### src/pkg/tsq_pkg.sv
package tsq_pkg;
  localparam int AW    = 8;
  localparam int DW    = 32;
  localparam int CST_W = 16;
  localparam int LIM_W = 16;
  localparam int PWD_W = 8;
  localparam int ARG_W = 2;
  localparam int N_IO  = 4;
  localparam int IRQ_W = 3;

  // register byte offsets
  localparam logic [AW-1:0] OFS_CST   = 8'h00;
  localparam logic [AW-1:0] OFS_SDLIM = 8'h04;
  localparam logic [AW-1:0] OFS_CLIM  = 8'h08;
  localparam logic [AW-1:0] OFS_TLIM  = 8'h0c;
  localparam logic [AW-1:0] OFS_PWD   = 8'h10;
  localparam logic [AW-1:0] OFS_WDLIM = 8'h14;
  localparam logic [AW-1:0] OFS_ISTAT = 8'h18;
  localparam logic [AW-1:0] OFS_ICLR  = 8'h1c;
  localparam logic [AW-1:0] OFS_IEN   = 8'h20;
  localparam logic [AW-1:0] OFS_OUT   = 8'h24;

  // control/status field positions
  localparam int B_EN   = 15;
  localparam int B_SIDL = 13;
  localparam int B_TOGL = 12;
  localparam int B_SWT  = 10;
  localparam int B_SSEN = 9;
  localparam int B_IVIS = 8;
  localparam int B_STRT = 7;
  localparam int B_WDTO = 6;
  localparam int B_ITM  = 0;

  // interrupt status positions
  localparam int I_WDTO = 0;
  localparam int I_TRIG = 1;
  localparam int I_STEP = 2;

  // reset values
  localparam logic [LIM_W-1:0] LIM_RST   = 16'h0000;
  localparam logic [LIM_W-1:0] WDLIM_RST = 16'hffff;
  localparam logic [PWD_W-1:0] PWD_RST   = 8'h00;
  localparam logic [IRQ_W-1:0] IRQ_RST   = 3'h0;

  typedef enum logic [2:0] {
    OP_NOP      = 3'h0,
    OP_TRIG     = 3'h1,
    OP_WHI      = 3'h2,
    OP_WLO      = 3'h3,
    OP_CTRL_SWT = 3'h4,
    OP_TDELAY   = 3'h5
  } tsq_op_t;

  typedef enum logic [1:0] {
    ST_IDLE  = 2'b00,
    ST_FETCH = 2'b01,
    ST_EXEC  = 2'b11,
    ST_STEP  = 2'b10
  } tsq_state_t;
endpackage

### src/pkg/tsq_ctl_if.sv
`timescale 1ns/100ps
interface tsq_ctl_if;
  import tsq_pkg::*;
  logic             en;
  logic             run;
  logic             halt;
  logic [1:0]       in_mode;
  logic [LIM_W-1:0] sd_lim;
  logic [LIM_W-1:0] t_lim;
  logic             swt_pend;
  logic             wdt_hit;
  logic             cmd_valid;
  tsq_op_t          cmd_op;
  logic [ARG_W-1:0] cmd_arg;
  logic [N_IO-1:0]  wait_in;
  logic             cmd_ready;
  logic             swt_take;
  logic             fire;
  logic [ARG_W-1:0] fire_idx;
  logic             waiting;
  logic             step_done;
  logic [LIM_W-1:0] sd_cnt;
  logic [LIM_W-1:0] t_cnt;

  modport reg_side (output en, run, halt, in_mode, sd_lim, t_lim, swt_pend, wdt_hit,
                    cmd_valid, cmd_op, cmd_arg, wait_in,
                    input cmd_ready, swt_take, fire, fire_idx, waiting, step_done,
                    sd_cnt, t_cnt);
  modport exec_side (input en, run, halt, in_mode, sd_lim, t_lim, swt_pend, wdt_hit,
                     cmd_valid, cmd_op, cmd_arg, wait_in,
                     output cmd_ready, swt_take, fire, fire_idx, waiting, step_done,
                     sd_cnt, t_cnt);
endinterface

### src/rtl/tsq_top.sv
// Operation
// - Bit 15 switches the whole trigger sequencer on or off and resets to zero.
// - With bit 13 set the sequencer freezes while the device is idle and the watchdog count restarts from zero, else it runs on.
// - With bit 12 set each trigger-output command inverts the addressed output.
// - With bit 12 clear each trigger-output command pulses the output for the set width plus one cycle.
// - Writing one to bit 10 raises a software trigger; writing zero does nothing.
// - The software trigger is only consumed by the control-step command.
// - Bit 9 turns single-step execution on or off; meant for debug tools.
// - With bit 8 set, step-delay, loop and timer limit reads return the live counter or timer value; the watchdog limit reads its written value.
// - With bit 8 clear, limit-register reads return the last written limit.
// - Bit 7 set runs commands one after another; clearing it stops execution once the sequencer next returns to idle.
// - Bit 6 is set when the sequencer watchdog expires and stays set until a zero is written to it.
// - Only hardware sets bit 6, and it resets to zero.
// - The two low bits only shape the wait-for-input-high and -low commands.
// - Bits 14, 11 and 5 to 2 read as zero and ignore writes.
//
// Design decisions made here: the register offsets and the APB interface to the registers.
`timescale 1ns/100ps
module tsq_top (
  input  wire logic                        pclk,
  input  wire logic                        presetn,
  input  wire logic                        psel,
  input  wire logic                        penable,
  input  wire logic                        pwrite,
  input  wire logic [tsq_pkg::AW-1:0]      paddr,
  input  wire logic [tsq_pkg::DW-1:0]      pwdata,
  output logic      [tsq_pkg::DW-1:0]      prdata,
  output logic                             pready,
  output logic                             pslverr,
  input  wire logic                        cmd_valid,
  output logic                             cmd_ready,
  input  wire tsq_pkg::tsq_op_t            cmd_op,
  input  wire logic [tsq_pkg::ARG_W-1:0]   cmd_arg,
  input  wire logic [tsq_pkg::N_IO-1:0]    wait_in,
  input  wire logic                        idle_mode,
  output logic      [tsq_pkg::N_IO-1:0]    trig_out,
  output logic                             irq
);
  import tsq_pkg::*;

  tsq_ctl_if c ();

  tsq_exec u_exec (
    .pclk    (pclk),
    .presetn (presetn),
    .c       (c.exec_side)
  );

  ////////////////////////////////////////////////////////////////////////////
  // control/status bits
  logic             en_reg,   en_next;
  logic             sidl_reg, sidl_next;
  logic             togl_reg, togl_next;
  logic             swt_reg,  swt_next;
  logic             ssen_reg, ssen_next;
  logic             ivis_reg, ivis_next;
  logic             strt_reg, strt_next;
  logic             wdto_reg, wdto_next;
  logic [1:0]       itm_reg,  itm_next;
  // limits and settings
  logic [LIM_W-1:0] sdlim_reg, sdlim_next;
  logic [LIM_W-1:0] clim_reg,  clim_next;
  logic [LIM_W-1:0] tlim_reg,  tlim_next;
  logic [LIM_W-1:0] wdlim_reg, wdlim_next;
  logic [PWD_W-1:0] pwd_reg,   pwd_next;
  logic [IRQ_W-1:0] istat_reg, istat_next;
  logic [IRQ_W-1:0] ien_reg,   ien_next;
  // live state
  logic [LIM_W-1:0] lcnt_reg,  lcnt_next;
  logic [LIM_W-1:0] wcnt_reg,  wcnt_next;
  logic [N_IO-1:0]  out_reg,   out_next;
  logic [PWD_W-1:0] pcnt_reg [N_IO];
  logic [PWD_W-1:0] pcnt_next [N_IO];
  logic [DW-1:0]    rdata_reg, rdata_next;
  logic             err_reg,   err_next;

  logic             wr;
  logic             setup;
  logic             wr_cst;
  logic [CST_W-1:0] cst_rd;
  logic [IRQ_W-1:0] ev;

  function automatic logic mapped(input logic [AW-1:0] a);
    case (a)
      OFS_CST, OFS_SDLIM, OFS_CLIM, OFS_TLIM, OFS_PWD,
      OFS_WDLIM, OFS_ISTAT, OFS_ICLR, OFS_IEN, OFS_OUT: mapped = 1'b1;
      default: mapped = 1'b0;
    endcase
  endfunction

  ////////////////////////////////////////////////////////////////////////////
  // apb: zero wait states, read data captured in the setup cycle
  assign pready  = 1'b1;
  assign prdata  = rdata_reg;
  assign pslverr = err_reg;
  assign setup   = psel & ~penable;
  assign wr      = psel & penable & pwrite & mapped(paddr);
  assign wr_cst  = wr && paddr == OFS_CST;

  assign c.en        = en_reg;
  assign c.run       = strt_reg;
  assign c.halt      = sidl_reg & idle_mode;
  assign c.in_mode   = itm_reg;
  assign c.sd_lim    = sdlim_reg;
  assign c.t_lim     = tlim_reg;
  assign c.swt_pend  = swt_reg;
  assign c.cmd_valid = cmd_valid;
  assign c.cmd_op    = cmd_op;
  assign c.cmd_arg   = cmd_arg;
  assign c.wait_in   = wait_in;
  assign cmd_ready   = c.cmd_ready;
  // watchdog fires only while a wait command is pending
  assign c.wdt_hit   = c.waiting && wcnt_reg >= wdlim_reg;
  assign trig_out    = out_reg;
  assign irq         = |(istat_reg & ien_reg);

  always_comb begin
    cst_rd         = '0;
    cst_rd[B_EN]   = en_reg;
    cst_rd[B_SIDL] = sidl_reg;
    cst_rd[B_TOGL] = togl_reg;
    cst_rd[B_SWT]  = swt_reg;
    cst_rd[B_SSEN] = ssen_reg;
    cst_rd[B_IVIS] = ivis_reg;
    cst_rd[B_STRT] = strt_reg;
    cst_rd[B_WDTO] = wdto_reg;
    cst_rd[B_ITM+1:B_ITM] = itm_reg;
  end

  ////////////////////////////////////////////////////////////////////////////
  // register file
  always_comb begin
    en_next    = en_reg;
    sidl_next  = sidl_reg;
    togl_next  = togl_reg;
    ssen_next  = ssen_reg;
    ivis_next  = ivis_reg;
    itm_next   = itm_reg;
    sdlim_next = sdlim_reg;
    clim_next  = clim_reg;
    tlim_next  = tlim_reg;
    wdlim_next = wdlim_reg;
    pwd_next   = pwd_reg;
    ien_next   = ien_reg;
    if (wr_cst) begin
      en_next   = pwdata[B_EN];
      sidl_next = pwdata[B_SIDL];
      togl_next = pwdata[B_TOGL];
      ssen_next = pwdata[B_SSEN];
      ivis_next = pwdata[B_IVIS];
      itm_next  = pwdata[B_ITM+1:B_ITM];
    end
    if (wr) begin
      case (paddr)
        OFS_SDLIM: sdlim_next = pwdata[LIM_W-1:0];
        OFS_CLIM:  clim_next  = pwdata[LIM_W-1:0];
        OFS_TLIM:  tlim_next  = pwdata[LIM_W-1:0];
        OFS_WDLIM: wdlim_next = pwdata[LIM_W-1:0];
        OFS_PWD:   pwd_next   = pwdata[PWD_W-1:0];
        OFS_IEN:   ien_next   = pwdata[IRQ_W-1:0];
        default:   ien_next   = ien_reg;
      endcase
    end
    // software trigger: a zero write cannot clear it; consumption clears it
    swt_next = (wr_cst & pwdata[B_SWT]) | (swt_reg & ~c.swt_take);
    // single step drops the run bit after each command; a new start write wins
    strt_next = strt_reg;
    if (ssen_reg && c.step_done) strt_next = 1'b0;
    if (wr_cst) strt_next = pwdata[B_STRT];
    // only hardware sets the time-out flag; a zero write clears, the set wins
    wdto_next = c.wdt_hit | (wdto_reg & ~(wr_cst & ~pwdata[B_WDTO]));
    ev         = '0;
    ev[I_WDTO] = c.wdt_hit;
    ev[I_TRIG] = c.fire;
    ev[I_STEP] = c.step_done;
    istat_next = istat_reg;
    if (wr && paddr == OFS_ICLR) istat_next = istat_reg & ~pwdata[IRQ_W-1:0];
    istat_next = istat_next | ev;
  end

  ////////////////////////////////////////////////////////////////////////////
  // loop counter, watchdog counter, trigger outputs, read mux
  always_comb begin
    lcnt_next = lcnt_reg;
    if (!en_reg) lcnt_next = LIM_RST;
    else if (c.step_done) lcnt_next = (lcnt_reg >= clim_reg) ? LIM_RST : lcnt_reg + 16'h0001;
    wcnt_next = LIM_RST;
    if (c.waiting && !c.halt && !c.wdt_hit) wcnt_next = wcnt_reg + 16'h0001;
    out_next = out_reg;
    for (int i = 0; i < N_IO; i++) begin
      pcnt_next[i] = pcnt_reg[i];
      // an idle halt freezes a running pulse as well, so its width is kept
      if (pcnt_reg[i] != PWD_RST) begin
        if (!c.halt) pcnt_next[i] = pcnt_reg[i] - 8'h01;
      end else if (!togl_reg) out_next[i] = 1'b0;
      if (c.fire && c.fire_idx == ARG_W'(i)) begin
        if (togl_reg) begin
          out_next[i] = ~out_reg[i];
        end else begin
          // high for pulse width + 1 cycles
          out_next[i]  = 1'b1;
          pcnt_next[i] = pwd_reg;
        end
      end
      if (!en_reg) begin
        out_next[i]  = 1'b0;
        pcnt_next[i] = PWD_RST;
      end
    end
    rdata_next = rdata_reg;
    err_next   = 1'b0;
    if (setup) begin
      err_next = ~mapped(paddr);
      case (paddr)
        OFS_CST:   rdata_next = {16'h0000, cst_rd};
        OFS_SDLIM: rdata_next = {16'h0000, ivis_reg ? c.sd_cnt : sdlim_reg};
        OFS_CLIM:  rdata_next = {16'h0000, ivis_reg ? lcnt_reg : clim_reg};
        OFS_TLIM:  rdata_next = {16'h0000, ivis_reg ? c.t_cnt : tlim_reg};
        OFS_WDLIM: rdata_next = {16'h0000, wdlim_reg};
        OFS_PWD:   rdata_next = {24'h000000, pwd_reg};
        OFS_ISTAT: rdata_next = {29'h0000000, istat_reg};
        OFS_IEN:   rdata_next = {29'h0000000, ien_reg};
        OFS_OUT:   rdata_next = {28'h0000000, out_reg};
        default:   rdata_next = 32'h00000000;
      endcase
    end
  end

  always_ff @(posedge pclk or negedge presetn) begin
    if (!presetn) begin
      en_reg    <= 1'b0;
      sidl_reg  <= 1'b0;
      togl_reg  <= 1'b0;
      swt_reg   <= 1'b0;
      ssen_reg  <= 1'b0;
      ivis_reg  <= 1'b0;
      strt_reg  <= 1'b0;
      wdto_reg  <= 1'b0;
      itm_reg   <= 2'h0;
      sdlim_reg <= LIM_RST;
      clim_reg  <= LIM_RST;
      tlim_reg  <= LIM_RST;
      wdlim_reg <= WDLIM_RST;
      pwd_reg   <= PWD_RST;
      istat_reg <= IRQ_RST;
      ien_reg   <= IRQ_RST;
      lcnt_reg  <= LIM_RST;
      wcnt_reg  <= LIM_RST;
      out_reg   <= '0;
      for (int i = 0; i < N_IO; i++) pcnt_reg[i] <= PWD_RST;
      rdata_reg <= 32'h00000000;
      err_reg   <= 1'b0;
    end else begin
      en_reg    <= en_next;
      sidl_reg  <= sidl_next;
      togl_reg  <= togl_next;
      swt_reg   <= swt_next;
      ssen_reg  <= ssen_next;
      ivis_reg  <= ivis_next;
      strt_reg  <= strt_next;
      wdto_reg  <= wdto_next;
      itm_reg   <= itm_next;
      sdlim_reg <= sdlim_next;
      clim_reg  <= clim_next;
      tlim_reg  <= tlim_next;
      wdlim_reg <= wdlim_next;
      pwd_reg   <= pwd_next;
      istat_reg <= istat_next;
      ien_reg   <= ien_next;
      lcnt_reg  <= lcnt_next;
      wcnt_reg  <= wcnt_next;
      out_reg   <= out_next;
      for (int i = 0; i < N_IO; i++) pcnt_reg[i] <= pcnt_next[i];
      rdata_reg <= rdata_next;
      err_reg   <= err_next;
    end
  end
endmodule

### src/rtl/tsq_exec.sv
`timescale 1ns/100ps
module tsq_exec (
  input wire logic   pclk,
  input wire logic   presetn,
  tsq_ctl_if.exec_side c
);
  import tsq_pkg::*;

  tsq_state_t       st_reg,  st_next;
  tsq_op_t          op_reg,  op_next;
  logic [ARG_W-1:0] arg_reg, arg_next;
  logic [LIM_W-1:0] sd_reg,  sd_next;
  logic [LIM_W-1:0] t_reg,   t_next;
  logic             lvl_reg, lvl_next;
  logic             sel;
  logic             rise;
  logic             fall;
  logic             skip;

  assign c.fire_idx = arg_reg;
  assign c.sd_cnt   = sd_reg;
  assign c.t_cnt    = t_reg;

  ////////////////////////////////////////////////////////////////////////////
  always_comb begin
    st_next     = st_reg;
    op_next     = op_reg;
    arg_next    = arg_reg;
    sd_next     = sd_reg;
    t_next      = t_reg;
    sel         = c.wait_in[arg_reg];
    lvl_next    = sel;
    // edge mode needs a previous sample; level mode looks at the pin directly
    rise        = c.in_mode[0] ? (sel & ~lvl_reg) : sel;
    fall        = c.in_mode[0] ? (~sel & lvl_reg) : ~sel;
    skip        = c.in_mode[1] && (op_reg == OP_WHI || op_reg == OP_WLO);
    c.cmd_ready = 1'b0;
    c.swt_take  = 1'b0;
    c.fire      = 1'b0;
    c.waiting   = 1'b0;
    c.step_done = 1'b0;
    if (!c.en) begin
      st_next = ST_IDLE;
      sd_next = LIM_RST;
      t_next  = LIM_RST;
    end else if (!c.halt) begin
      case (st_reg)
        ST_IDLE: begin
          if (c.run) st_next = ST_FETCH;
        end
        ST_FETCH: begin
          c.cmd_ready = 1'b1;
          if (c.cmd_valid) begin
            op_next  = c.cmd_op;
            arg_next = c.cmd_arg;
            t_next   = LIM_RST;
            st_next  = ST_EXEC;
          end
        end
        ST_EXEC: begin
          case (op_reg)
            OP_TRIG: begin
              c.fire  = 1'b1;
              st_next = ST_STEP;
            end
            OP_WHI: begin
              c.waiting = 1'b1;
              if (rise || c.wdt_hit) st_next = ST_STEP;
            end
            OP_WLO: begin
              c.waiting = 1'b1;
              if (fall || c.wdt_hit) st_next = ST_STEP;
            end
            OP_CTRL_SWT: begin
              if (c.swt_pend) begin
                c.swt_take = 1'b1;
                st_next    = ST_STEP;
              end
            end
            OP_TDELAY: begin
              t_next = t_reg + 16'h0001;
              if (t_reg >= c.t_lim) st_next = ST_STEP;
            end
            default: st_next = ST_STEP;
          endcase
        end
        ST_STEP: begin
          sd_next = sd_reg + 16'h0001;
          if (skip || sd_reg >= c.sd_lim) begin
            sd_next     = LIM_RST;
            c.step_done = 1'b1;
            st_next     = ST_IDLE;
          end
        end
        default: st_next = ST_IDLE;
      endcase
    end
  end

  always_ff @(posedge pclk or negedge presetn) begin
    if (!presetn) begin
      st_reg  <= ST_IDLE;
      op_reg  <= OP_NOP;
      arg_reg <= '0;
      sd_reg  <= LIM_RST;
      t_reg   <= LIM_RST;
      lvl_reg <= 1'b0;
    end else begin
      st_reg  <= st_next;
      op_reg  <= op_next;
      arg_reg <= arg_next;
      sd_reg  <= sd_next;
      t_reg   <= t_next;
      lvl_reg <= lvl_next;
    end
  end
endmodule

### config.mk
export PLATFORM = sky130hd
export DESIGN_NAME = tsq_top
export DESIGN_NICKNAME = d
export VERILOG_FILES = /design/src/pkg/tsq_pkg.sv /design/src/pkg/tsq_ctl_if.sv /design/src/rtl/tsq_top.sv /design/src/rtl/tsq_exec.sv
export SDC_FILE = /design/constraint.sdc
export NUM_CORES = 1
export LEC_CHECK = 0
export BUFFER_PORTS_ARGS = -buffer_cell sky130_fd_sc_hd__buf_2
export CAP_MARGIN = 40
export CORE_MARGIN = 3
export CORE_UTILIZATION = 30
export CTS_CLUSTER_SIZE = 16
export DETAILED_ROUTE_END_ITERATION = 7
export PLACE_DENSITY_LB_ADDON = 0.25
export SYNTH_ARGS = -nofsm -noshare
export SYNTH_HDL_FRONTEND = slang
export SYNTH_HIERARCHICAL = 1
export SYNTH_SLANG_ARGS = --single-unit
### constraint.sdc
create_clock -name pclk -period 6.3 [get_ports pclk]
set_input_delay 0.63 -clock pclk [delete_from_list [all_inputs] [get_ports pclk]]
set_output_delay 0.63 -clock pclk [all_outputs]
set_load 0.05 [all_outputs]
=== Word-level counts from Yosys, hierarchy flattened ===
Index checks and enable logic that the tools add are counted.

* $add $sub $neg: 8
* Multiply operators: 0
* Divide/modulo/power cells: 0
* Magnitude comparators: 5
* Eq/ne operators: 40
* Shift operators: 0
* Mux-type cells: 95
* Bitwise logic cells: 29
* Reduce and logical (&&, ||, !) cells: 42

{| class="wikitable"
|+ Operators with widths
! cell !! count
|-
| $mux 16 || 15
|-
| $mux 8 || 20
|-
| $pmux 16 s9 || 1
|-
| $add 16x1->16 const B || 4
|-
| $ge 16x16->1 || 4
|-
| $mux 1 || 45
|-
| $eq 8x5->1 const B || 4
|-
| $pmux 16 s2 || 1
|-
| $reduce_bool 8->1 || 4
|-
| $sub 8x1->8 const B || 4
|-
| $ne 3x2->1 const B || 10
|-
| $reduce_and 2->1 || 11
|-
| $mux 2 || 9
|-
| $eq 8x4->1 const B || 2
|-
| $eq 8x6->1 const B || 2
|-
| $pmux 2 s4 || 2
|-
| $ne 4x4->1 const B || 3
|-
| $not 1->1 || 12
|-
| $and 1x1->1 || 11
|-
| $logic_and 1x1->1 || 11
|-
| $reduce_or 10->1 || 1
|-
| $eq 2x2->1 const B || 4
|-
| $eq 8x3->1 const B || 1
|-
| $logic_not 8->1 || 1
|-
| 24 further kinds || 37
|}

* Flip-flop bits (word level): 229
* Latch bits: 0
* RAM bits: 0
* Memory bits (read-only): 0
* Output and inout port bits: 40
* Logic and storage cells: 253
* Memories: 0

=== Logic depth before layout (Yosys ltp) ===
* Depth after elaboration: 13
* Depth in mapped cells: 14
* Gate-level depth less buffers: 13

=== Modules after synthesis ===
Netlist, hierarchy kept.

{| class="wikitable"
|+ By module, submodules not included
! module !! times used !! cells each !! area an instance (sq um)
|-
| tsq_top || 1 || 1012 || 9977.1
|-
| tsq_exec || 1 || 333 || 2984.1
|}

=== Worst setup path after synthesis ===
No wires, ideal clock.

* Path kind: input to register
* Start point: input idle_mode
* End point: register u_exec.arg_reg[0], in the netlist u_exec/c.fire_idx[0]
* Setup time: 0.125 ns
* Arrival: 3.004 ns
* Required time: 6.175 ns
* Slack: 3.171 ns
* Stages: 7
* Cell sequence: nand2_1 -> inv_2 -> clkbuf_1 -> clkbuf_1 -> nor3_1 -> nand2_1 -> mux2_2

* Longest elaborated chain between the ends: 3

{| class="wikitable"
|+ RTL lines
! item !! RTL line !! text
|-
| start, declared || tsq_top.sv:35 || <nowiki>input wire logic idle_mode,</nowiki>
|-
| $and 1x1->1 || tsq_top.sv:102 || <nowiki>assign c.halt = sidl_reg & idle_mode;</nowiki>
|-
| named net c.halt || tsq_ctl_if.sv:6 || <nowiki>logic halt;</nowiki>
|-
| $not 1->1 (no line) || n/a ||
|-
| $reduce_and 4->1 (no line) || n/a ||
|-
| end signal, assigned || tsq_exec.sv:111 || <nowiki>arg_reg <= arg_next;</nowiki>
|-
| end, declared || tsq_exec.sv:11 || <nowiki>logic [ARG_W-1:0] arg_reg, arg_next;</nowiki>
|}

The timed path passes the listed nets, and every way through them passes these cells.
A chain may end at the register's enable or synchronous reset.

==> results.json <==
{
  "setup_violations": 0,
  "netlist.area_leader.share_pct": 38.0,
  "crit_fanout": 19,
  "vias": 10200,
  "power_density_nw_per_um2": 211,
  "drive_above_1_share_pct": 16.5,
  "drt_iter0_markers": 658,
  "chipHeight_um": 214,
  "drcViolationCount": 0,
  "maxCapViolations": 0,
  "portBuffers": 62,
  "clkLatencyLatePin_ns": 0.54,
  "area_growth_syn_to_layout_pct": 13.0,
  "grt_usage_pct": 17.5,
  "layout_min_cycle_time_ns": 3.78,
  "fmax_mhz": 265,
  "vias_per_cell": 5.13,
  "cts.clk_slew.worst_paths_ns": 0.06,
  "ios": 96,
  "final_core_util_pct": 34.6,
  "antenna_found_initial": 2,
  "netlist_top_cells_area": "dfrtp_1 (38%), ha_1 (7.3%), mux2_2 (4.3%)",
  "final_cells": 1991,
  "synth_top_cell_by_area": "dfrtp_1",
  "cts_root_buffer": "clkbuf_16",
  "gp_congestion": 0.874,
  "cts_inserted_buffers": 27,
  "dieArea_um2": 45700,
  "core_um2": 42300,
  "wl_per_cell_um": 20.0,
  "skew_ns": 0.00753,
  "htreeDepth": 1,
  "cts.sinks": 213,
  "place_inst": 1942,
  "fin_nets": 1526,
  "place_hpwl_um": 29000,
  "gr-total-overflow": 0,
  "critical_path_arrival_ns": 4.19,
  "drv_slew": 0,
  "grt_pass1_vias": 9998,
  "hold-worst-slack_ns": 0.124,
  "p_leak_nw": 6.44,
  "drtPass1Iterations": 5,
  "finalCritPeriodShare_pct": 59.9,
  "ir_worst_vdd_uv": 171,
  "grt_pass1_wl_um": 61600,
  "cts_buffer_depth": 3,
  "synth_area_um2": 13000,
  "antenna_left": 0,
  "hold_buffers": 0,
  "ys_seq_area_share_pct": 41.3,
  "ys.flop_type": "dfrtp_1",
  "holdCritPathClass": "in2async",
  "relSlewSlack_pct": 31.4,
  "syn_area_per_cell_um2": 9.64,
  "path_class": "reg2reg",
  "diodes": 0,
  "synth_edf_count": 0,
  "syn_inst": 1345,
  "critical_path.startpoint_type": "flip-flop",
  "cts_setup_buffers": 0,
  "yosysWarnings": 6,
  "synth-seq-cells": 213,
  "rsz0062_at_grt": "no",
  "cts_resized": 0,
  "cts_tree": "yes",
  "drt_wl_total_um": 39900,
  "endpoint_kind": "flip-flop",
  "async_flop_share_pct": 100,
  "required_ns": 6.72,
  "final_hold_viol_count": 0,
  "fin_setup_tns_ns": 0,
  "synth_top_cells_by_count": "dfrtp_1 (197), nand2_1 (125), nor2_1 (97)",
  "largest_register_ffs": 32,
  "yosysUniqueCellTypes": 95,
  "worstMarginPinSlew_ns": 1.00,
  "synth.most_common_cell": "dfrtp_1",
  "grt_max_degree": 89,
  "start_util_pct": 30.6,
  "die_w_um": 214,
  "status": "complete, no violations",
  "rows": 75
}
## through the flow
step	cell area, um2	setup WS, ns	power [mW]
after floorplan	13000	3.17	1.53
after global placement	13700	2.16	1.62
after detailed placement	13800	2.13	1.62
after CTS	14700	2.45	3.13
after global routing	14700	2.17	3.21
final	14700	2.52	3.09
## where the power goes
| group | internal, mW | switching [mW] |
|---|---|---|
| sequential | 1.38 | 0.0148 |
| clock | 0.899 | 0.597 |
| combinational | 0.0405 | 0.157 |
| total | 2.32 | 0.768 |
## layer usage
layer / share of wire, % / global-route usage [%] / vias to the layer above
met1: 48 / 25.4 / 5045
met5: 0 / 0 / -
met3: 4.0 / 2.06 / 50
met4: 1.8 / 3.71 / 0
li1: - / - / 4874
met2: 46 / 28.2 / 238
## logic make-up (layout without fill, tap and decap cells)
logic type | Yosys count | in the layout | synth area share, %
buf+inv | 161 | 215 | 5.80
mux | 94 | 94 | 8.44
xor+xnor | 54 | 54 | 3.65
flops | 213 | 213 | 41.3
fa+ha+maj | 76 | 76 | 7.34
simple gates | 442 | 442 | 17.8
other cells | 2 | 17 | 0.0579
compound gates | 303 | 303 | 15.6
## final cells by class
| type | count | area [um2] |
|---|---|---|
| clock buffer | 43 | 796 |
| timing repair buffer | 76 | 472 |
| fill | 4326 | 27700 |
| sequential | 213 | 5350 |
| tap | 577 | 722 |
| inverter | 90 | 338 |
| clock inverter | 6 | 55.1 |
| multi-input combinational | 986 | 6920 |
## placed cells by master, fill, tap and decap left out, types with 7 or more instances in the layout
master and instances:
dfrtp_1 196, a22oi_1 22, xnor2_1 26, dfstp_2 16
nor2_1 97, o21ai_1 36, nand2_1 125, inv_1 88
a21oi_1 46, clkbuf_16 27, ha_1 76, and3_1 13
a22o_1 15, o21ai_0 70, a31oi_1 27, mux2_2 50
clkbuf_1 10, mux2i_1 29, nand3_1 44, nand2b_1 14
nor2b_1 33, nor3_1 14, buf_2 61, nor4_1 17
a21o_1 11, conb_1 17, nand4_1 18, nor2_2 12
mux2_4 10, xor2_1 28, a221oi_1 10, buf_4 7
and2_1 10
## final timing paths
kind                                    from            endpoint  slack [ns]  cells after the start
worst max-delay path                sidl_reg        pcnt_reg[30]        2.52                      8
worst min register to register  wdlim_reg[2]        wdlim_reg[2]        0.51                      2
worst min-delay path                 presetn  u_exec/c.sd_cnt[9]        0.12                      1
worst max register to register      sidl_reg        pcnt_reg[30]        2.52                      8
min in group pclk                  cmd_op[2]    u_exec/op_reg[2]        0.33                      2
max in group asynchronous            presetn           prdata[7]        4.87                      2
## critical path: stages (launching register included)
cell and delay, ns:
dfrtp_1 0.41, nand2_1 0.54, inv_2 0.32, nor4_1 0.73
or3b_2 0.53, nor2_1 0.58, nor2b_1 0.24, a22oi_1 0.22
nor2b_1 0.06
Note: power is estimated with default switching activity, not from simulation.
